==> src/core/serial_rx_pkg.sv <==
// Shared constants and carriers of the serial receiver and flag block
package serial_rx_pkg;

  // Sixteenth of a bit, counted from zero (RT1 = 0)
  localparam logic [3:0] RT_LAST     = 4'hf;
  localparam logic [3:0] RT_START_A  = 4'h2;
  localparam logic [3:0] RT_START_B  = 4'h4;
  localparam logic [3:0] RT_START_C  = 4'h6;
  localparam logic [3:0] RT_MID_A    = 4'h7;
  localparam logic [3:0] RT_MID_C    = 4'h9;

  localparam logic [3:0] DATA_BITS_8 = 4'h8;
  localparam logic [3:0] DATA_BITS_9 = 4'h9;
  localparam logic [3:0] CHAR_LEN_8  = 4'ha;
  localparam logic [3:0] CHAR_LEN_9  = 4'hb;

  localparam int unsigned TX_DATA_W  = 8;
  localparam int unsigned TX_DEPTH   = 16;

  localparam logic [1:0] MAJ_MIN     = 2'h2;
  localparam logic [1:0] ALL_SAMPLES = 2'h3;

  typedef enum logic [1:0] {
    RX_IDLE  = 2'b00,
    RX_START = 2'b01,
    RX_DATA  = 2'b10,
    RX_STOP  = 2'b11
  } rx_state_t;

  typedef enum logic [0:0] {
    TX_IDLE  = 1'b0,
    TX_SHIFT = 1'b1
  } tx_state_t;

  typedef struct packed {
    logic rx_on;
    logic tx_on;
    logic nine_bit;
    logic wake_method;
    logic sleep_quiet_detect_enable;
    logic quiet_count_start_select;
    logic loop_enable;
    logic rx_source_select;
    logic single_wire_direction;
    logic tx_ninth_bit;
    logic parity_en;
  } ctrl_t;

  typedef struct packed {
    logic tx_empty;
    logic tx_done;
    logic rx_full;
    logic quiet;
    logic rx_edge;
    logic lin_break;
    logic overrun;
    logic noise;
    logic framing;
    logic parity;
  } irq_en_t;

  typedef struct packed {
    logic tx_buffer_empty_flag;
    logic tx_done_flag;
    logic rx_buffer_full_flag;
    logic line_quiet_flag;
    logic rx_edge_flag;
    logic lin_break_detect_flag;
    logic overrun_flag;
    logic noise_flag;
    logic framing_error_flag;
    logic parity_error_flag;
  } flags_t;

endpackage : serial_rx_pkg

==> src/core/serial_rx_core.sv <==
// Serial receiver with sleep/wakeup, flags, loop modes and a transmit FIFO
`timescale 1ns/1ps

module serial_tx_fifo #(
  parameter int unsigned WIDTH = serial_rx_pkg::TX_DATA_W,
  parameter int unsigned DEPTH = serial_rx_pkg::TX_DEPTH
) (
  input  wire logic             clk_i,
  input  wire logic             rst_i,
  input  wire logic             in_valid_i,
  output logic                  in_ready_o,
  input  wire logic [WIDTH-1:0] in_data_i,
  output logic                  out_valid_o,
  input  wire logic             out_ready_i,
  output logic      [WIDTH-1:0] out_data_o
);
  localparam int unsigned AW = $clog2(DEPTH);

  typedef struct packed {
    logic [DEPTH-1:0][WIDTH-1:0] mem;
    logic [AW:0]                 wr;
    logic [AW:0]                 rd;
    logic                        full;
    logic                        empty;
  } fifo_state_t;

  fifo_state_t q;
  fifo_state_t d;
  logic        push;
  logic        pop;

  always_comb
  begin
    d = q;
    push = in_valid_i && !q.full;
    pop = out_ready_i && !q.empty;
    if (push)
    begin
      d.mem[q.wr[AW-1:0]] = in_data_i;
      d.wr = q.wr + 1'b1;
    end
    if (pop)
    begin
      d.rd = q.rd + 1'b1;
    end
    d.empty = (d.wr == d.rd);
    d.full = (d.wr[AW-1:0] == d.rd[AW-1:0]) && (d.wr[AW] != d.rd[AW]);
  end

  always_ff @(posedge clk_i)
  begin
    if (rst_i)
    begin
      q <= '0;
      q.empty <= 1'b1;
    end
    else
    begin
      q <= d;
    end
  end

  assign in_ready_o = !q.full;
  assign out_valid_o = !q.empty;
  assign out_data_o = q.mem[q.rd[AW-1:0]];
endmodule : serial_tx_fifo

module serial_rx_core #(
  parameter int unsigned FIFO_DEPTH = serial_rx_pkg::TX_DEPTH
) (
  input  wire logic                    clk_i,
  input  wire logic                    rst_i,
  input  wire logic                    sample_tick_i,
  input  wire logic                    stop_i,
  input  wire serial_rx_pkg::ctrl_t    ctrl_i,
  input  wire serial_rx_pkg::irq_en_t  irq_en_i,
  input  wire logic                    rx_sleep_set_i,
  input  wire logic                    status_read_i,
  input  wire logic                    data_read_i,
  input  wire logic                    rx_edge_clear_i,
  input  wire logic                    tx_valid_i,
  input  wire logic [7:0]              tx_data_i,
  output logic                         tx_ready_o,
  input  wire logic                    rxd_i,
  input  wire logic                    txd_pin_i,
  output logic                         txd_o,
  output logic                         txd_oe_o,
  output logic                         rxd_released_o,
  output logic [8:0]                   rx_data_o,
  output serial_rx_pkg::flags_t        flags_o,
  output logic                         rx_sleep_o,
  output logic                         tx_irq_o,
  output logic                         rx_irq_o,
  output logic                         err_irq_o,
  output logic                         wake_o
);

  typedef struct packed {
    serial_rx_pkg::rx_state_t rxs;
    logic [3:0]               rt;
    logic [3:0]               bitn;
    logic [2:0]               hist;
    logic [1:0]               cnt;
    logic                     noise;
    logic [8:0]               shift;
    logic [3:0]               idle_cnt;
    logic                     skip;
    logic                     quiet_armed;
    logic                     rx_sleep;
    serial_rx_pkg::flags_t    fl;
    logic                     seen_full;
    logic                     seen_quiet;
    logic [8:0]               rx_data;
    logic                     rx_prev;
    serial_rx_pkg::tx_state_t txs;
    logic [3:0]               trt;
    logic [3:0]               tbit;
    logic [10:0]              tsh;
    logic                     tx_line;
    logic                     pre_pend;
    logic                     tx_on_prev;
    logic                     txd_oe;
    logic                     released;
    logic                     tx_irq;
    logic                     rx_irq;
    logic                     err_irq;
    logic                     wake;
  } core_state_t;

  function automatic logic majority(input logic [1:0] n);
    majority = (n >= serial_rx_pkg::MAJ_MIN);
  endfunction : majority

  function automatic logic [3:0] char_len(input logic nine);
    char_len = nine ? serial_rx_pkg::CHAR_LEN_9 : serial_rx_pkg::CHAR_LEN_8;
  endfunction : char_len

  function automatic logic [3:0] data_bits(input logic nine);
    data_bits = nine ? serial_rx_pkg::DATA_BITS_9 : serial_rx_pkg::DATA_BITS_8;
  endfunction : data_bits

  function automatic logic [3:0] sat_inc(input logic [3:0] v, input logic nine);
    sat_inc = (v >= char_len(nine)) ? v : v + 4'h1;
  endfunction : sat_inc

  core_state_t q;
  core_state_t d;
  logic        rx_in;
  logic        edge_seen;
  logic [1:0]  n3;
  logic        b;
  logic [8:0]  word;
  logic        fe;
  logic        fifo_valid;
  logic [7:0]  fifo_data;
  logic        fifo_pop;
  logic        fifo_ready;

  serial_tx_fifo #(
    .WIDTH (serial_rx_pkg::TX_DATA_W),
    .DEPTH (FIFO_DEPTH)
  ) u_fifo (
    .clk_i       (clk_i),
    .rst_i       (rst_i),
    .in_valid_i  (tx_valid_i && !stop_i),
    .in_ready_o  (fifo_ready),
    .in_data_i   (tx_data_i),
    .out_valid_o (fifo_valid),
    .out_ready_i (fifo_pop),
    .out_data_o  (fifo_data)
  );

  // Receiver input source
  always_comb
  begin
    if (!ctrl_i.loop_enable)
    begin
      rx_in = rxd_i;
    end
    else if (!ctrl_i.rx_source_select)
    begin
      rx_in = q.tx_line;
    end
    else
    begin
      rx_in = ctrl_i.single_wire_direction ? q.tx_line : txd_pin_i;
    end
  end

  assign edge_seen = ctrl_i.rx_on && q.rx_prev && !rx_in;

  always_comb
  begin
    d = q;
    fifo_pop = 1'b0;
    n3 = q.cnt + {1'b0, rx_in};
    b = majority(n3);
    word = ctrl_i.nine_bit ? q.shift : {1'b0, q.shift[8:1]};
    fe = !b;
    d.rx_prev = rx_in;
    d.tx_on_prev = ctrl_i.tx_on;
    if (ctrl_i.tx_on && !q.tx_on_prev)
    begin
      d.pre_pend = 1'b1;
    end

    // Software side
    if (rx_sleep_set_i)
    begin
      d.rx_sleep = 1'b1;
    end
    if (status_read_i)
    begin
      d.seen_full = q.fl.rx_buffer_full_flag;
      d.seen_quiet = q.fl.line_quiet_flag;
    end
    if (data_read_i)
    begin
      if (q.seen_full)
      begin
        d.fl.rx_buffer_full_flag = 1'b0;
        d.fl.overrun_flag = 1'b0;
        d.fl.noise_flag = 1'b0;
        d.fl.framing_error_flag = 1'b0;
        d.fl.parity_error_flag = 1'b0;
        d.fl.lin_break_detect_flag = 1'b0;
      end
      if (q.seen_quiet)
      begin
        d.fl.line_quiet_flag = 1'b0;
      end
      d.seen_full = 1'b0;
      d.seen_quiet = 1'b0;
    end
    if (rx_edge_clear_i)
    begin
      d.fl.rx_edge_flag = 1'b0;
    end
    if (tx_valid_i && fifo_ready)
    begin
      d.fl.tx_done_flag = 1'b0;
    end
    if (edge_seen && !q.rx_sleep)
    begin
      d.fl.rx_edge_flag = 1'b1;
    end

    // Receiver, one step per sixteenth of a bit
    if (sample_tick_i && ctrl_i.rx_on)
    begin
      d.hist = {q.hist[1:0], rx_in};
      d.rt = q.rt + 4'h1;
      case (q.rxs)
        serial_rx_pkg::RX_IDLE:
        begin
          if (q.hist == 3'b111 && !rx_in)
          begin
            d.rxs = serial_rx_pkg::RX_START;
            d.rt = 4'h1;
            d.cnt = 2'h0;
            d.noise = 1'b0;
          end
          else if (q.rt == serial_rx_pkg::RT_LAST)
          begin
            if (q.skip)
            begin
              d.skip = 1'b0;
            end
            else if (rx_in)
            begin
              d.idle_cnt = sat_inc(q.idle_cnt, ctrl_i.nine_bit);
            end
            else
            begin
              d.idle_cnt = 4'h0;
            end
            if (!q.skip && rx_in && d.idle_cnt == char_len(ctrl_i.nine_bit)
                && q.idle_cnt != d.idle_cnt)
            begin
              if (q.rx_sleep && !ctrl_i.wake_method)
              begin
                d.rx_sleep = 1'b0;
              end
              if (q.quiet_armed
                  && (!q.rx_sleep || ctrl_i.sleep_quiet_detect_enable))
              begin
                d.fl.line_quiet_flag = 1'b1;
                d.quiet_armed = 1'b0;
              end
            end
          end
        end
        serial_rx_pkg::RX_START:
        begin
          if ((q.rt == serial_rx_pkg::RT_START_A || q.rt == serial_rx_pkg::RT_START_B)
              && !rx_in)
          begin
            d.cnt = q.cnt + 2'h1;
          end
          if (q.rt == serial_rx_pkg::RT_START_C)
          begin
            if (!majority(q.cnt + {1'b0, !rx_in}))
            begin
              d.rxs = serial_rx_pkg::RX_IDLE;
            end
            d.cnt = 2'h0;
          end
          if (q.rt == serial_rx_pkg::RT_LAST)
          begin
            d.rxs = serial_rx_pkg::RX_DATA;
            d.bitn = 4'h0;
            d.idle_cnt = 4'h0;
          end
        end
        serial_rx_pkg::RX_DATA:
        begin
          if (q.rt >= serial_rx_pkg::RT_MID_A && q.rt < serial_rx_pkg::RT_MID_C)
          begin
            d.cnt = n3;
          end
          if (q.rt == serial_rx_pkg::RT_MID_C)
          begin
            d.cnt = 2'h0;
            if (n3 != 2'h0 && n3 != serial_rx_pkg::ALL_SAMPLES)
            begin
              d.noise = 1'b1;
            end
            d.shift = {b, q.shift[8:1]};
            if (!ctrl_i.quiet_count_start_select && b)
            begin
              d.idle_cnt = sat_inc(q.idle_cnt, ctrl_i.nine_bit);
            end
            else
            begin
              d.idle_cnt = 4'h0;
            end
            if (q.bitn == data_bits(ctrl_i.nine_bit) - 4'h1 && b
                && ctrl_i.wake_method && q.rx_sleep)
            begin
              d.rx_sleep = 1'b0;
            end
          end
          if (q.rt == serial_rx_pkg::RT_LAST)
          begin
            d.bitn = q.bitn + 4'h1;
            if (q.bitn == data_bits(ctrl_i.nine_bit) - 4'h1)
            begin
              d.rxs = serial_rx_pkg::RX_STOP;
            end
          end
        end
        serial_rx_pkg::RX_STOP:
        begin
          if (q.rt >= serial_rx_pkg::RT_MID_A && q.rt < serial_rx_pkg::RT_MID_C)
          begin
            d.cnt = n3;
          end
          if (q.rt == serial_rx_pkg::RT_MID_C)
          begin
            d.cnt = 2'h0;
            d.rxs = serial_rx_pkg::RX_IDLE;
            d.skip = ctrl_i.quiet_count_start_select;
            if (ctrl_i.quiet_count_start_select)
            begin
              d.idle_cnt = 4'h0;
            end
            // Framing error holds off new characters until cleared
            if (!q.rx_sleep && !q.fl.framing_error_flag)
            begin
              if (d.fl.rx_buffer_full_flag)
              begin
                d.fl.overrun_flag = 1'b1;
              end
              else
              begin
                d.fl.rx_buffer_full_flag = 1'b1;
                d.rx_data = word;
                d.quiet_armed = 1'b1;
                d.fl.noise_flag = q.noise
                                || (n3 != 2'h0 && n3 != serial_rx_pkg::ALL_SAMPLES);
                d.fl.framing_error_flag = fe;
                d.fl.parity_error_flag = ctrl_i.parity_en && (^word);
                d.fl.lin_break_detect_flag = fe && (word == 9'h000);
              end
            end
          end
        end
        default:
        begin
          d.rxs = serial_rx_pkg::RX_IDLE;
        end
      endcase
    end
    if (!ctrl_i.rx_on)
    begin
      d.rxs = serial_rx_pkg::RX_IDLE;
    end

    // Transmitter
    if (sample_tick_i)
    begin
      case (q.txs)
        serial_rx_pkg::TX_IDLE:
        begin
          d.trt = 4'h0;
          d.tbit = char_len(ctrl_i.nine_bit);
          if (ctrl_i.tx_on && q.pre_pend)
          begin
            d.tsh = '1;
            d.pre_pend = 1'b0;
            d.txs = serial_rx_pkg::TX_SHIFT;
          end
          else if (ctrl_i.tx_on && fifo_valid)
          begin
            fifo_pop = !stop_i;
            d.tsh = {1'b1, ctrl_i.nine_bit ? ctrl_i.tx_ninth_bit : 1'b1,
                     fifo_data, 1'b0};
            d.txs = serial_rx_pkg::TX_SHIFT;
          end
          else if (!fifo_valid && !q.pre_pend)
          begin
            d.fl.tx_done_flag = 1'b1;
          end
        end
        serial_rx_pkg::TX_SHIFT:
        begin
          d.trt = q.trt + 4'h1;
          if (q.trt == serial_rx_pkg::RT_LAST)
          begin
            d.tsh = {1'b1, q.tsh[10:1]};
            d.tbit = q.tbit - 4'h1;
            if (q.tbit == 4'h1)
            begin
              d.txs = serial_rx_pkg::TX_IDLE;
            end
          end
        end
        default:
        begin
          d.txs = serial_rx_pkg::TX_IDLE;
        end
      endcase
    end
    if (d.txs != serial_rx_pkg::TX_IDLE)
    begin
      d.fl.tx_done_flag = 1'b0;
    end
    d.tx_line = (d.txs == serial_rx_pkg::TX_SHIFT) ? d.tsh[0] : 1'b1;
    d.fl.tx_buffer_empty_flag = fifo_ready;

    // Pins
    d.txd_oe = !(ctrl_i.loop_enable && ctrl_i.rx_source_select
                 && !ctrl_i.single_wire_direction);
    d.released = ctrl_i.loop_enable;

    // Freeze everything but the edge detector while stopped
    d.wake = 1'b0;
    if (stop_i)
    begin
      d = q;
      fifo_pop = 1'b0;
      d.rx_prev = rx_in;
      d.wake = 1'b0;
      if (edge_seen)
      begin
        d.fl.rx_edge_flag = 1'b1;
        d.wake = irq_en_i.rx_edge;
      end
    end

    // Interrupt grouping
    d.tx_irq = (d.fl.tx_buffer_empty_flag && irq_en_i.tx_empty)
             || (d.fl.tx_done_flag && irq_en_i.tx_done);
    d.rx_irq = (d.fl.rx_buffer_full_flag && irq_en_i.rx_full)
             || (d.fl.line_quiet_flag && irq_en_i.quiet)
             || (d.fl.rx_edge_flag && irq_en_i.rx_edge)
             || (d.fl.lin_break_detect_flag && irq_en_i.lin_break);
    d.err_irq = (d.fl.overrun_flag && irq_en_i.overrun)
              || (d.fl.noise_flag && irq_en_i.noise)
              || (d.fl.framing_error_flag && irq_en_i.framing)
              || (d.fl.parity_error_flag && irq_en_i.parity);
  end

  always_ff @(posedge clk_i)
  begin
    if (rst_i)
    begin
      q <= '0;
      q.tx_line <= 1'b1;
      q.rx_prev <= 1'b1;
      // Idle line history, so the first start bit is seen
      q.hist <= '1;
      q.txd_oe <= 1'b1;
    end
    else
    begin
      q <= d;
    end
  end

  assign tx_ready_o = fifo_ready;
  assign txd_o = q.tx_line;
  assign txd_oe_o = q.txd_oe;
  assign rxd_released_o = q.released;
  assign rx_data_o = q.rx_data;
  assign flags_o = q.fl;
  assign rx_sleep_o = q.rx_sleep;
  assign tx_irq_o = q.tx_irq;
  assign rx_irq_o = q.rx_irq;
  assign err_irq_o = q.err_irq;
  assign wake_o = q.wake;

endmodule : serial_rx_core

==> config.mk <==
export PLATFORM = sky130hd
export DESIGN_NAME = serial_rx_core
export DESIGN_NICKNAME = d
export VERILOG_FILES = /design/src/core/serial_rx_pkg.sv /design/src/core/serial_rx_core.sv
export SDC_FILE = /design/constraint.sdc
export NUM_CORES = 1
export LEC_CHECK = 0
export ABC_AREA = 1
export BUFFER_PORTS_ARGS = -buffer_cell sky130_fd_sc_hd__buf_2
export CAP_MARGIN = 20
export CORE_MARGIN = 4
export CORE_UTILIZATION = 40
export CTS_CLUSTER_DIAMETER = 200
export DETAILED_ROUTE_END_ITERATION = 7
export GPL_TIMING_DRIVEN = 0
export SETUP_SLACK_MARGIN = 0.3
export SLEW_MARGIN = 10
export SYNTH_ARGS = -nofsm -noshare
export SYNTH_HDL_FRONTEND = slang
export SYNTH_SLANG_ARGS = --single-unit
==> constraint.sdc <==
create_clock -name clk_i -period 3.7 [get_ports clk_i]
set_input_delay 0.37 -clock clk_i [delete_from_list [all_inputs] [get_ports clk_i]]
set_output_delay 0.37 -clock clk_i [all_outputs]
set_load 0.05 [all_outputs]
==> metrics.txt <==
syn nets 1597; final WL 33.7 mm; Area Overhead vs Synth 15.3%; layout cells sized above 1 0.114; max-slew violation count 0; crit path to q[11]$_SDFFE_PP0P_; Antenna diodes 0; Post-Syn Area 10900 um^2; RSZ-0062 raised after global routing no; setup tns final 0 ns; Async S/R FF share, synth 0; clk sinks 223; worst slew pin tran 0.791 ns; post-DR wirelength/cell 17.0 um; Resized Gates After CTS 0; ranking of synthesized cells by area dfxtp_1 (41%), nor2_1 (12%), o21ai_0 (11%), nand2_1 (6.1%), inv_1 (3.8%); detailed placement HPWL 24.5 mm; crit path kind reg -> reg; Pleak 5.53 nW; via count 10500; Yosys warnings 0; CP endpoint kind flip-flop; TritonCTS buffer count 26; post-synth cell types 54; Period Utilization, post-route 0.672; VDD IR max 0.423 mV; FF-to-FF path depth 10; CP startpoint u_fifo.q[3]$_SDFF_PP0_; Post-CTS Hold Fix Bufs 0; critical path arrival 2.95 ns; commonest non-fill, non-tap cell in the layout nor2_1; area of the die 29800 um^2; Cells after Synth 1535; HP Class in -> reg; Worst EP required 4.16 ns; Die Height 173 um; R2R Path Start u_fifo.q[3]$_SDFF_PP0_; commonest cells after routing, fill and taps aside nor2_1 (361), o21ai_0 (243), dfxtp_1 (223), nand2_1 (177), inv_1 (109); row cnt 60; Highest Clock Rate 0.402 GHz; first-pass GRT wire length 52.9 mm; cell taking the most area after synthesis dfxtp_1; pre-CTS setup slack 0.758 ns; fin nets 1685; CTS tree done; largest net degree at the start of global routing 13; PD cells 461 nW/um^2; final setup fails 0; RR Endpoint q[11]$_SDFFE_PP0P_; synthesized area per cell 7.07 um^2; outcome finished clean; via-per-instance ratio 5.31; core area 26800 um^2; DRT antenna net count 0; vias in the first global route 9800; CTS clock-pin slew for the worst setup and hold paths 0.06 ns; Final Power 5.77 mW; worst skew pair latency 0.54 ns; Seq/Total Area, Yosys 0.411; area taken by multi-input logic gates 5440 um^2; Worst setup SP type flip-flop; number of port buffers 60; H-tree depth 1; prevailing post-synth register cell dfxtp_1; Top Ports 68; Initial Util 0.405; synthesized flop and latch total 223; 1st-iter DRT viols 873; Remaining DRCs 0; MaxCap Viol Count 0; postcts setup bufs 0; worst-case clock skew 0.0118 ns; deepest clock path buffer count 3; DR pass1 iterations 6; Post-Layout Cell Count 1983; # fillers 2728; Overflow after GRT 0; setup ws final 1.21 ns; initial antenna violation count 0; Post-synth EDFFs 0; gpl congestion 0.921; register area 4460 um^2; R2R Setup Slk 1.21 ns; Max FO, Critical Path 10; share of the synthesized area in the top cell type 0.411; root buffer cell clkbuf_16; chip width 173 um; GRT Total Usage 0.215; Slew HR 0.473; final hold violation count 0; placed cell count 1936; final worst path period need 2.49 ns
==> report_power, final <==
| group | internal [mW] | switching [mW] |
|---|---|---|
| clock network | 1.75 | 1.05 |
| registers | 2.45 | 0.0314 |
| logic | 0.144 | 0.354 |
| total | 4.34 | 1.43 |
==> logic make-up (layout without fill, tap and decap cells) <==
logic type      Yosys count  after routing  synth area share
buf+inv                 220            327            0.0872
mux                       1              1          0.000922
fa+ha+maj                22             22            0.0254
xor+xnor                 26             26            0.0231
compound gates          397            397             0.201
simple gates            646            646             0.251
flops                   223            223             0.411
==> area by class of cell <==
type                            instances  share of cell area
Multi-Input combinational cell       1092               0.435
Sequential cell                       223               0.357
Clock buffer                           38              0.0629
Inverter                              129              0.0393
Buffer                                 91              0.0363
Tap cell                              341              0.0341
Timing Repair Buffer                   60              0.0240
Clock inverter                          9              0.0119
==> critical path, cell delays in order, from the launching register on <==
cell      delay (ns)
dfxtp_1         0.42
inv_1           0.34
clkbuf_1        0.43
o21ai_0         0.16
o221ai_1        0.32
nand3_1         0.22
nand3_1         0.18
nand2_1         0.07
nand2_1         0.06
nand2_1         0.06
a21oi_1         0.14
==> sequential cells by signal (all words and copies together), names as in the netlist <==
name / flops
err_irq_o: 1
flags_o: 10
q: 56
rx_data_o: 9
rx_irq_o: 1
rx_sleep_o: 1
rxd_released_o: 1
tx_irq_o: 1
txd_o: 1
txd_oe_o: 1
u_fifo.q: 140
wake_o: 1
==> worst min path at each step <==
stage / cells after the start / from / end / slack, ns
final: 2 / rst_i / flags_o[9]$_SDFF_PP0_ / 0.04
after floorplan: 2 / u_fifo.q[43]$_SDFFE_PP0P_ / u_fifo.q[43]$_SDFFE_PP0P_ / 0.43
after CTS: 2 / rst_i / flags_o[9]$_SDFF_PP0_ / 0.02
after global routing: 2 / irq_en_i[8] / tx_irq_o$_SDFF_PP0_ / 0.04
after global placement: 2 / u_fifo.q[90]$_SDFFE_PP0P_ / u_fifo.q[90]$_SDFFE_PP0P_ / 0.44
after detailed placement: 2 / rxd_released_o$_SDFFE_PP0N_ / rxd_released_o$_SDFFE_PP0N_ / 0.44
==> layer usage <==
metal	global-route usage	vias up	share of wire
li1	-	5222	-
met1	0.283	4860	0.44
met3	0.0297	82	0.063
met2	0.355	367	0.45
met5	0	-	0
met4	0.0938	0	0.043
==> stage by stage <==
| step | utilization | hold slack (ns) | instance area, um^2 |
|---|---|---|---|
| 2_1_floorplan | - | 0.429 | 10900 |
| 3_3_place_gp | 0.432 | 0.440 | 11600 |
| 3_5_place_dp | 0.432 | 0.445 | 11600 |
| 4_1_cts | 0.467 | 0.0159 | 12500 |
| 5_1_grt | 0.467 | 0.0443 | 12500 |
| 6_report | 0.467 | 0.0360 | 12500 |
==> cell usage after synthesis, types with 10 or more instances <==
cell,n
a21oi_1,71
a31oi_1,12
buf_1,10
buf_2,12
buf_4,24
clkbuf_1,44
dfxtp_1,223
ha_1,22
inv_1,109
inv_2,15
nand2_1,177
nand3_1,63
nand4_1,10
nor2_1,361
o211ai_1,10
o21ai_0,243
o22ai_1,23
xor2_1,14
No activity file was read; power rests on OpenSTA's default activity.
